==> config.mk <==
export PLATFORM = sky130hd
export DESIGN_NAME = smart_card_clock_divider
export DESIGN_NICKNAME = d
export VERILOG_FILES = /design/src/card_clock_common.sv /design/src/smart_card_clock_divider.sv
export SDC_FILE = /design/constraint.sdc
export NUM_CORES = 1
export LEC_CHECK = 0
export BUFFER_PORTS_ARGS = -buffer_cell sky130_fd_sc_hd__buf_2
export CAP_MARGIN = 20
export CORE_MARGIN = 5
export CORE_UTILIZATION = 50
export DETAILED_ROUTE_END_ITERATION = 16
export GPL_ROUTABILITY_DRIVEN = 0
export GPL_TIMING_DRIVEN = 0
export PLACE_DENSITY_LB_ADDON = 0.3
export SKIP_CTS_REPAIR_TIMING = 1
export SYNTH_ARGS = -nofsm -noshare
export SYNTH_HDL_FRONTEND = slang
export SYNTH_SLANG_ARGS = --single-unit
==> constraint.sdc <==
create_clock -name clk_sys -period 2.7 [get_ports clk_sys]
set_input_delay 0.54 -clock clk_sys [delete_from_list [all_inputs] [get_ports clk_sys]]
set_output_delay 0.54 -clock clk_sys [all_outputs]
set_load 0.05 [all_outputs]
==> src/card_clock_common.sv <==
// Behaviour
// RULE_01: Two-bit ratio code: 00 output low, 01 undivided, 10 half, 11 quarter.
// RULE_02: Reference clock input accepted up to 40 MHz ahead of the divider.
// RULE_03: Host picks a ratio keeping the card clock at or below 20 MHz.
// RULE_04: Output taken from the last divider flip-flop, giving 50% duty cycle.
// RULE_05: New ratio reaches the output within four reference pulses; host waits for it.
// RULE_06: At ratio 1 duty holds only for input duty between 46% and 56%.
// RULE_07: Edge slope selectable slow or fast through the command, for any ratio.
// RULE_08: Slope changes on the fly; same command drives card reset from bit b4.
// RULE_09: Clock programming sits in bits b2 and b3 of the serial command byte.
// RULE_10: Command latched and settings updated only when chip select rises.
// RULE_11: MSB first; bits b7 to b5 form an address checked against the select pin.
// RULE_12: After reset the card clock stays low until a valid ratio is latched.
`timescale 1ns/1ps
package card_clock_pkg;
    typedef enum logic [1:0] {
        RATIO_OFF = 2'h0,
        RATIO_DIV1 = 2'h1,
        RATIO_DIV2 = 2'h2,
        RATIO_DIV4 = 2'h3
    } ratio_t;
    localparam int CLK_SYS_MHZ = 200;
    localparam int REF_MAX_MHZ = 40;
    localparam int CARD_MAX_MHZ = 20;
    // Sampling a 40 MHz reference at 200 MHz gives at least this many samples per period
    localparam int SAMPLES_PER_REF = CLK_SYS_MHZ / REF_MAX_MHZ;
    localparam int DUTY_MIN_PCT = 46;
    localparam int DUTY_MAX_PCT = 56;
    localparam int MAX_LAG_PULSES = 4;
    localparam int SLOPE_BIT = 1;
    localparam int RATIO_LSB = 2;
    localparam int RESET_BIT = 4;
    localparam int ADDR_LSB = 5;
    localparam logic [1:0] ADDR_HIGH = 2'h0;
    localparam logic [7:0] CMD_RESET = 8'h00;
    localparam logic [2:0] ADDR_DONE_CNT = 3'h2;
    localparam logic [2:0] BYTE_DONE_CNT = 3'h7;
endpackage

module sync_two_stage #(
    parameter int WIDTH = 1
) (
    input wire logic clk_sys,
    input wire logic srst,
    input wire logic [WIDTH-1:0] async_in,
    output logic [WIDTH-1:0] sync_out
);
    logic [WIDTH-1:0] meta;

    always_ff @(posedge clk_sys) begin
        if (srst) begin
            meta <= '0;
            sync_out <= '0;
        end else begin
            meta <= async_in;
            sync_out <= meta;
        end
    end
endmodule

==> src/smart_card_clock_divider.sv <==
`timescale 1ns/1ps
module smart_card_clock_divider (
    input wire logic clk_sys,
    input wire logic srst,
    input wire logic ref_clock_in,
    input wire logic spi_sclk,
    input wire logic spi_mosi,
    input wire logic spi_cs_n,
    input wire logic address_select_pin,
    output logic card_clock_out,
    output logic card_reset_out,
    output logic slow_edge_setting,
    output logic fast_edge_setting
);
    logic [4:0] pins_s;
    logic ref_s, sclk_s, mosi_s, cs_n_s, asp_s;
    logic cs_sel_s;
    logic ref_d, sclk_d, cs_n_d;
    logic ref_rise, sclk_rise, cs_fall, cs_rise;
    logic [7:0] shift;
    logic [2:0] bit_cnt;
    logic addr_ok;
    logic [7:0] pend_byte;
    logic pend_valid;
    card_clock_pkg::ratio_t cfg_ratio;
    card_clock_pkg::ratio_t active;
    card_clock_pkg::ratio_t next_ratio;
    logic boundary;
    logic div_cnt;
    logic div_q;
    logic [2:0] lag_cnt;

    // Every pin is foreign to clk_sys and passes two flops first
    // Chip select crosses inverted so a cleared sync reads as idle, not as a false edge
    sync_two_stage #(.WIDTH(5)) u_sync (
        .clk_sys(clk_sys),
        .srst(srst),
        .async_in({ref_clock_in, spi_sclk, spi_mosi, ~spi_cs_n, address_select_pin}),
        .sync_out(pins_s)
    );
    assign {ref_s, sclk_s, mosi_s, cs_sel_s, asp_s} = pins_s;
    assign cs_n_s = ~cs_sel_s;

    always_ff @(posedge clk_sys) begin
        if (srst) begin
            ref_d <= 1'b0;
            sclk_d <= 1'b0;
            cs_n_d <= 1'b1;
        end else begin
            ref_d <= ref_s;
            sclk_d <= sclk_s;
            cs_n_d <= cs_n_s;
        end
    end
    assign ref_rise = ref_s & ~ref_d; // see RULE_02
    assign sclk_rise = sclk_s & ~sclk_d & ~cs_n_s;
    assign cs_fall = ~cs_n_s & cs_n_d;
    assign cs_rise = cs_n_s & ~cs_n_d;

    // Serial command shifter
    always_ff @(posedge clk_sys) begin
        if (srst) begin
            shift <= card_clock_pkg::CMD_RESET;
            bit_cnt <= '0;
            addr_ok <= 1'b0;
            pend_byte <= card_clock_pkg::CMD_RESET;
            pend_valid <= 1'b0;
        end else if (cs_fall) begin
            shift <= card_clock_pkg::CMD_RESET;
            bit_cnt <= '0;
            addr_ok <= 1'b0;
            pend_valid <= 1'b0;
        end else if (sclk_rise) begin
            shift <= {shift[6:0], mosi_s}; // see RULE_11
            bit_cnt <= bit_cnt + 3'h1;
            if (bit_cnt == card_clock_pkg::ADDR_DONE_CNT) begin
                addr_ok <= ({shift[1:0], mosi_s}
                    == {card_clock_pkg::ADDR_HIGH, asp_s}); // see RULE_11
            end
            if (bit_cnt == card_clock_pkg::BYTE_DONE_CNT && addr_ok) begin
                pend_byte <= {shift[6:0], mosi_s};
                pend_valid <= 1'b1;
            end
        end
    end

    // Settings change only as chip select rises
    always_ff @(posedge clk_sys) begin
        if (srst) begin
            cfg_ratio <= card_clock_pkg::RATIO_OFF; // see RULE_12
            card_reset_out <= 1'b0;
            slow_edge_setting <= 1'b1;
            fast_edge_setting <= 1'b0;
        end else if (cs_rise && pend_valid) begin // see RULE_10
            cfg_ratio <= card_clock_pkg::ratio_t'(
                pend_byte[card_clock_pkg::RATIO_LSB +: 2]); // see RULE_09
            card_reset_out <= pend_byte[card_clock_pkg::RESET_BIT]; // see RULE_08
            slow_edge_setting <= ~pend_byte[card_clock_pkg::SLOPE_BIT]; // see RULE_07
            fast_edge_setting <= pend_byte[card_clock_pkg::SLOPE_BIT]; // see RULE_07
        end
    end

    // Ratio switches only with the last stage low, so no runt pulse reaches the card unless ratio 1 changes to off or quarter
    assign boundary = ~div_q & ~div_cnt;
    assign next_ratio = boundary ? cfg_ratio : active; // see RULE_05

    always_ff @(posedge clk_sys) begin
        if (srst) begin
            active <= card_clock_pkg::RATIO_OFF;
            div_cnt <= 1'b0;
            div_q <= 1'b0;
        end else if (ref_rise) begin
            active <= next_ratio;
            case (next_ratio) // see RULE_01
                card_clock_pkg::RATIO_DIV2: begin
                    div_q <= ~div_q; // see RULE_04
                    div_cnt <= 1'b0;
                end
                card_clock_pkg::RATIO_DIV4: begin
                    div_cnt <= ~div_cnt;
                    if (div_cnt) begin
                        div_q <= ~div_q; // see RULE_04
                    end
                end
                default: begin
                    div_q <= 1'b0;
                    div_cnt <= 1'b0;
                end
            endcase
        end
    end

    // Ratio 1 copies the reference, so its duty is only as good as the input's
    always_ff @(posedge clk_sys) begin
        if (srst) begin
            card_clock_out <= 1'b0; // see RULE_12
        end else if (active == card_clock_pkg::RATIO_DIV1) begin
            card_clock_out <= ref_s; // see RULE_06
        end else begin
            card_clock_out <= div_q; // see RULE_04
        end
    end

    // Helper: reference pulses since the requested ratio differs from the running one
    always_ff @(posedge clk_sys) begin
        if (srst || active == cfg_ratio) begin
            lag_cnt <= '0;
        end else if (ref_rise && lag_cnt != 3'h7) begin
            lag_cnt <= lag_cnt + 3'h1;
        end
    end
endmodule

==> results of run 1 <==
## worst max-delay path by stage
stage	start	end	slack, ns	cells past startpoint
after CTS	fast_edge_setting$_SDFFE_PP0P_	fast_edge_setting	1.20	1
after global placement	srst	pend_valid$_SDFFE_PP0P_	1.32	4
final	fast_edge_setting$_SDFFE_PP0P_	fast_edge_setting	1.22	1
after floorplan	srst	bit_cnt[1]$_SDFFE_PP0P_	1.43	4
after global routing	card_reset_out$_SDFFE_PP0P_	card_reset_out	1.18	1
after detailed placement	srst	bit_cnt[0]$_SDFFE_PP0P_	1.29	4
## layer usage
layer | vias to the layer above | track usage
li1 | 491 | -
met1 | 444 | 0.180
met2 | 18 | 0.227
met3 | 7 | 0.0579
met4 | 0 | 0.0818
met5 | - | 0
## power groups by stage
stage / combinational, µW / sequential (µW) / clock (µW)
global route: 30.7 / 545 / 331
CTS: 27.3 / 544 / 305
floorplan: 19.5 / 555 / 0
finish: 26.9 / 544 / 297
detailed placement: 27.3 / 556 / 0
global placement: 26.6 / 556 / 0
## cell usage after synthesis, drive strengths merged
library cell  number  share of area
or3b               1         0.0065
a21bo              1         0.0074
a211oi             1         0.0093
nor2b             13          0.060
xnor2              2          0.013
or2                1         0.0046
nand3b             3          0.017
nand2             13          0.036
a211o              2          0.013
a21o               2          0.011
dfxtp             36           0.53
clkbuf             2         0.0056
ha                 3          0.028
nor2              12          0.033
nor3b              1          0.014
nor4b              1          0.011
buf                4          0.020
a31oi              1         0.0046
a21oi             12          0.045
nand3              5          0.019
nand2b             2         0.0093
o21ai              5          0.019
nand4              1         0.0046
mux2i              7          0.052
and3b              3          0.020
inv                1         0.0028
## cell families after synthesis
group                    Yosys count  share of synthesized area
AO/OA/AOI/OAI                     24                      0.109
XOR/XNOR                           2                     0.0130
adder cells (fa/ha/maj)            3                     0.0279
buffers and inverters              7                     0.0288
flip-flops                        36                      0.535
multiplexers                       7                     0.0520
AND/OR/NAND/NOR                   56                      0.235
## flip-flops by register name, summed over array words and instances (netlist names)
register / flops
u_sync.meta: 5
u_sync.sync_out: 5
pend_byte: 4
shift: 4
bit_cnt: 3
active: 2
cfg_ratio: 2
addr_ok: 1
card_clock_out: 1
card_reset_out: 1
cs_n_d: 1
div_cnt: 1
div_q: 1
fast_edge_setting: 1
pend_valid: 1
ref_d: 1
sclk_d: 1
slow_edge_setting: 1
## through the flow
stage	cell area [µm²]	hold WS [ns]	total power [µW]	setup slack, ns
2_1_floorplan	1350	0.414	574	1.43
3_3_place_gp	1430	0.415	582	1.32
3_5_place_dp	1430	0.428	583	1.29
4_1_cts	1490	0.319	876	1.20
5_1_grt	1490	0.322	907	1.18
6_report	1490	0.331	868	1.22
## area by class of cell
| cell class | instances | area (µm²) |
|---|---|---|
| clock inverter | 2 | 10.0 |
| fill | 232 | 1030 |
| inverter | 1 | 3.75 |
| clock buffer | 6 | 51.3 |
| buffer | 6 | 35.0 |
| timing repair buffer | 9 | 45.0 |
| tap | 30 | 37.5 |
| sequential | 36 | 721 |
| multi-input combinational | 92 | 588 |
==> impl_results.md, run 1 <==
* Status: completed
* Clock latency on the worst-skew pair at between 0.3 and 0.4 ns
* Vias in the first global route at 904
* Leak at approximately 0.00055 µW
* Critical Path Sink Type: output pin
* Die Y at between 60 and 70 µm
* Post-Synthesis Cell Area at roughly 1300 µm²
* Final Hold Fails at 0
* Reg2Reg Depth at 5
* Commonest non-fill, non-tap cell in the layout: dfxtp_1
* FF-to-FF setup slack at around 1.4 ns
* Commonest cells after routing, fill and taps aside: dfxtp_1 (36), nor2b_1 (13), nand2_1 (13), a21oi_1 (12), nor2_1 (12)
* Initial antenna violation count at 0
* Met2 WL at 1060 µm
* Final setup TNS at 0 ns
* WL met1 at 1050 µm
* Slowest cell on the critical path: dfxtp_1
* Critical Path RT at 2.16 ns
* End of the worst register-to-register path: pend_byte[1]$_SDFFE_PP0P_
* Worst Max-Slew Pin Slew at 0.484 ns
* Number of synthesis warnings at 0
* Crit path max-delay family: flip-flops
* Max-slew headroom at 0.678
* Crit-path cells: buf_2
* Power share of the sequential group at 0.627
* Rows at 18
* Hold endpoint: u_sync.meta[1]$_SDFF_PP0_
* Post-synthesis register bit count at 36
* Die ar. at 3830 µm²
* Worst flop-to-flop path startpoint: bit_cnt[0]$_SDFFE_PP0P_
* Gr usage total at 0.149
* Layout Cells excl Fill at about 180
* Count of boundary I/O pins at 11
* Total grt overflow at 0
* Remaining DRCs at 0
* Max Cap Viol at 0
* Via count at between 900 and 1k
* P_int at a little under 700 µW
* Nets at 161
* Clk sink count at 36
* Hold Path Cell Cnt at 2
* Startpoint Class: flop
* # H-tree levels at 2
* Width of the die at 61.9 µm
* Comb power frac at 0.031
* Iter 0 DRT Violations at 20
* Worst Hold Launch: spi_cs_n
* Met3 WL at around 130 µm
* Top sig layer: met4
* IO Port Bufs at 9
* Slew Limit Fails at 0
* Fin crit share at 0.547
* RSZ-0062 raised after global routing: false
* First-pass GRT wire length at about 4000 µm
* Critical path arrival at 0.94 ns
* CP peak stage delay at 0.34 ns
* Dpl hpwl at 1640 µm
* Antenna cells at 0
* First-pass DRT Iterations at 4
* Register area share after synthesis at 0.535
* Post-Syn Area per Cell at ~10 µm²
* Initial Utilization at 0.534
* Clock share of power at 0.342
* CTS tree: built
* Highest clock rate at 0.677 GHz
* WS Path Type: flop to output pin
* WL per Instance at 12.6 µm
* Layout cells sized above 1 at 0.151
* CP bufs+invs at 1
* PD cells at 582 nW/µm²
* Routed Antenna Nets at 0
* CTS buffer count at 5
* CP Max Fanout at 2
* CORE AREA at around 2500 µm²
* Clk root buf: clkbuf_4
* Vias/cell at 5.27
* Synth cell types at 30
* Area delta synth->final at 10.7%
* Clock buffer depth at 2
* Switching Power at 193 µW
* Placed Instances at 174
* Final setup violation count at 0
* Syn Nets at 145
* Post-route minimum period at 1.48 ns
* HP Class: primary input to flop
* Largest net degree at the start of global routing at 12
* Fin util at 0.591
* Post-Route WL at roughly 2300 µm
* CTS clk-pin slew, worst paths at about 0.10 ns
* Cells after Synth at 135
* Max VDD drop at 403 µV
* Clock Skew at 0.00401 ns
* Switch share at 0.222
Note: power is estimated with default switching activity, not from simulation.
==> run 2: changes to the inputs <==
Settings changed: ABC_AREA from default to 1.
Clock period 2.7 ns to 1.23 ns, I/O delays scaled along.
==> impl_results.md, run 2 <==
* Status: completed (unchanged)
* Die Y at 61.1 µm (was 61.9 µm)
* Fin worst setup slack at 0.0208 ns (was 1.22 ns)
* CP bufs+invs at 1 (unchanged)
* Post-route minimum period at 1.21 ns
* Slew Limit Fails at 0 (unchanged)
* Multi-input logic area at 529 µm² (was 588 µm²)
* WS Path Type: flop to flop (was flop to output pin)
* Initial antenna violation count at 0 (unchanged)
* Clock latency on the worst-skew pair at 0.34 ns (about the same)
* Synth cell types at 17 (was 30)
* Layout cells sized above 1 at 0.209 (was 0.151)
* Final setup violation count at 0 (unchanged)
* Width of the die at 61.1 µm (was 61.9 µm)
* Critical Path Sink Type: flop (was output pin)
* Critical path arrival at 1.43 ns (was 0.94 ns)
* PD cells at 1250 nW/µm² (was 582 nW/µm²)
* Fin crit share at 0.983
* CORE AREA at 2480 µm² (was 2520 µm²)
* Worst Max-Slew Pin Slew at 0.494 ns (was 0.484 ns)
* Register area share after synthesis at 0.552 (was 0.535)
* Initial Utilization at 0.527 (was 0.534)
* HP Class: primary input to flop (unchanged)
* Gr usage total at 0.149 (about the same)
* Via count at 1054 (was 960)
* CP peak stage delay at 0.38 ns (was 0.34 ns)
* Routed Antenna Nets at 0 (unchanged)
* Startpoint Class: flop (unchanged)
* Cells after Synth at 163 (was 135)
* WL per Instance at 10.5 µm (was 12.6 µm)
* Crit path max-delay family: simple AND/OR/NAND/NOR gates (was flip-flops)
* Count of boundary I/O pins at 11 (unchanged)
* Rows at 18 (unchanged)
* Vias/cell at 4.86 (was 5.27)
* CTS buffer count at 5 (unchanged)
* # H-tree levels at 2 (unchanged)
* Syn Nets at 173 (was 145)
* Clock buffer depth at 2 (unchanged)
* Commonest non-fill, non-tap cell in the layout: nor2_1 (was dfxtp_1)
* IO Port Bufs at 10 (was 9)
* FFs w/ async S/R, synth at 0 (unchanged)
* Synth top area share at 0.552 (was 0.535)
* Number of synthesized flops with an enable pin at 0 (unchanged)
* CTS clk-pin slew, worst paths at 0.11 ns (was 0.10 ns)
* Largest area contributor in the netlist: dfxtp_1 (unchanged)
* Largest net degree at the start of global routing at 11 (was 12)
* Nets at 196 (was 161)
* Worst hold margin at 0.0519 ns (was 0.331 ns)
* Critical Path RT at 1.45 ns (was 2.16 ns)
* Post-Syn Area per Cell at 8.01 µm² (was 9.98 µm²)
* Total grt overflow at 0 (unchanged)
* Max Cap Viol at 0 (unchanged)
* First-pass DRT Iterations at 4 (unchanged)
* Crit-path cells: nand2_4 -> nor2_8 -> clkinv_4 -> nor2_4 -> nand2_2 -> nand2_1 -> a21oi_1 (was buf_2)
* Slowest cell on the critical path: dfxtp_4 (was dfxtp_1)
* Highest clock rate at 0.827 GHz
* RSZ-0062 raised after global routing: true (was false)
* Vias in the first global route at 937 (was 904)
* Die ar. at 3730 µm² (was 3830 µm²)
* Final Hold Fails at 0 (unchanged)
* Reg area at 729 µm² (was 721 µm²)
* Iter 0 DRT Violations at 48 (was 20)
* CTS tree: built (unchanged)
* Clock Skew at 0.0159 ns (was 0.00401 ns)
* Most common cell in the synthesized netlist: dfxtp_1 (unchanged)
* Clk sink count at 36 (unchanged)
* Remaining DRCs at 0 (unchanged)
* CP Max Fanout at 6 (was 2)
* Clk root buf: clkbuf_4 (unchanged)
* Post-synthesis register bit count at 36 (unchanged)
* Number of synthesis warnings at 0 (unchanged)
* Max-slew headroom at 0.670 (was 0.678)
* Largest regs: u_sync.meta (5), u_sync.sync_out (5) (unchanged)
* Primary FF master, synth: dfxtp_1 (unchanged)
* Pre-CTS setup slack at -0.0339 ns (was 1.29 ns)
* First-pass GRT wire length at 3910 µm (was 4020 µm)
* Leak at 0.000692 µW (was 0.000552 µW)
* Commonest cells after routing, fill and taps aside: nor2_1 (33), dfxtp_1 (31), inv_1 (22), nand2_1 (20) (was dfxtp_1 (36), nor2b_1 (13), nand2_1 (13), a21oi_1 (12), nor2_1 (12))
* Area delta synth->final at 19.4% (was 10.7%)
* Antenna cells at 0 (unchanged)
* Dpl hpwl at 1520 µm (was 1640 µm)
* Fill count at 218 (was 232)
* Top cells by area, synth: dfxtp_1 (55%), nor2_1 (9.8%), nand2_1 (6.6%) (was dfxtp_1 (53%), nor2b_1 (6.0%), mux2i_1 (5.2%))
* Top cells by count, synth: dfxtp_1 (36), nor2_1 (34), nand2_1 (23) (was dfxtp_1 (36), nand2_1 (13), nor2b_1 (13))
* Post-Synthesis Cell Area at 1310 µm² (was 1350 µm²)
* Max VDD drop at 1040 µV (was 403 µV)
* Post-Route WL at 2290 µm (about the same)
[run 2: cells by family (layout without fill, tap and decap cells)]
group	count (synthesis)	count (layout)	share of synthesized area
and+or+nand+nor	68	68	0.225
adders and majority gates	3	3	0.0287
buffers and inverters	26	50	0.0766
DFF	36	36	0.552
AOI/OAI and AO/OA	30	30	0.118
[run 2: final timing paths]
kind,endpoint,start,slack (ns),cells after the start
hold / removal,u_sync.meta[1]$_SDFF_PP0_,spi_cs_n,0.05,2
setup reg to reg,pend_byte[1]$_SDFFE_PP0P_,u_sync.sync_out[1]$_SDFF_PP0_,0.02,7
hold reg to reg,u_sync.sync_out[3]$_SDFF_PP0_,u_sync.meta[3]$_SDFF_PP0_,0.40,2
setup / recovery,pend_byte[1]$_SDFFE_PP0P_,u_sync.sync_out[1]$_SDFF_PP0_,0.02,7
[run 2: stage by stage]
stage                     utilization  instances  cell area (µm²)  total power [µW]  TNS [ns]
after global routing            0.630        217             1560              2070    -0.255
after CTS                       0.586        211             1450              1970    -0.127
after floorplan                     -        163             1310              1300         0
after global placement          0.563        203             1390              1320   -0.0437
after detailed placement        0.563        203             1390              1330    -0.101
final                           0.630        217             1560              1950         0
[run 2: cell type report]
class	count	area share
Buffer	2	0.00481
Clock buffer	8	0.0377
Inverter	24	0.0609
Multi-Input combinational cell	101	0.339
Sequential cell	36	0.468
Tap cell	30	0.0241
Timing Repair Buffer	16	0.0658
[run 2: worst reg2reg max path, delay by kind of cell, from the launching register on]
family,cells,cell delay [ns]
compound gates,1,0.05
simple gates,5,0.57
flops,1,0.38
buf+inv,1,0.10
[run 2: power by group]
group | leakage, µW | internal (µW) | switching [µW]
Sequential | 0.000296 | 1190 | 17.7
Clock | 0.0000326 | 282 | 366
Combinational | 0.000364 | 34.3 | 61.1
[run 2: metal layers]
metal / wire length [µm] / share of wire / track usage / vias to the layer above
met5: 0 / 0 / 0 / -
met4: 60 / 0.026 / 0.0836 / 0
met3: 161 / 0.070 / 0.0755 / 6
met2: 1060 / 0.47 / 0.228 / 28
met1: 1000 / 0.44 / 0.166 / 459
li1: - / - / - / 561
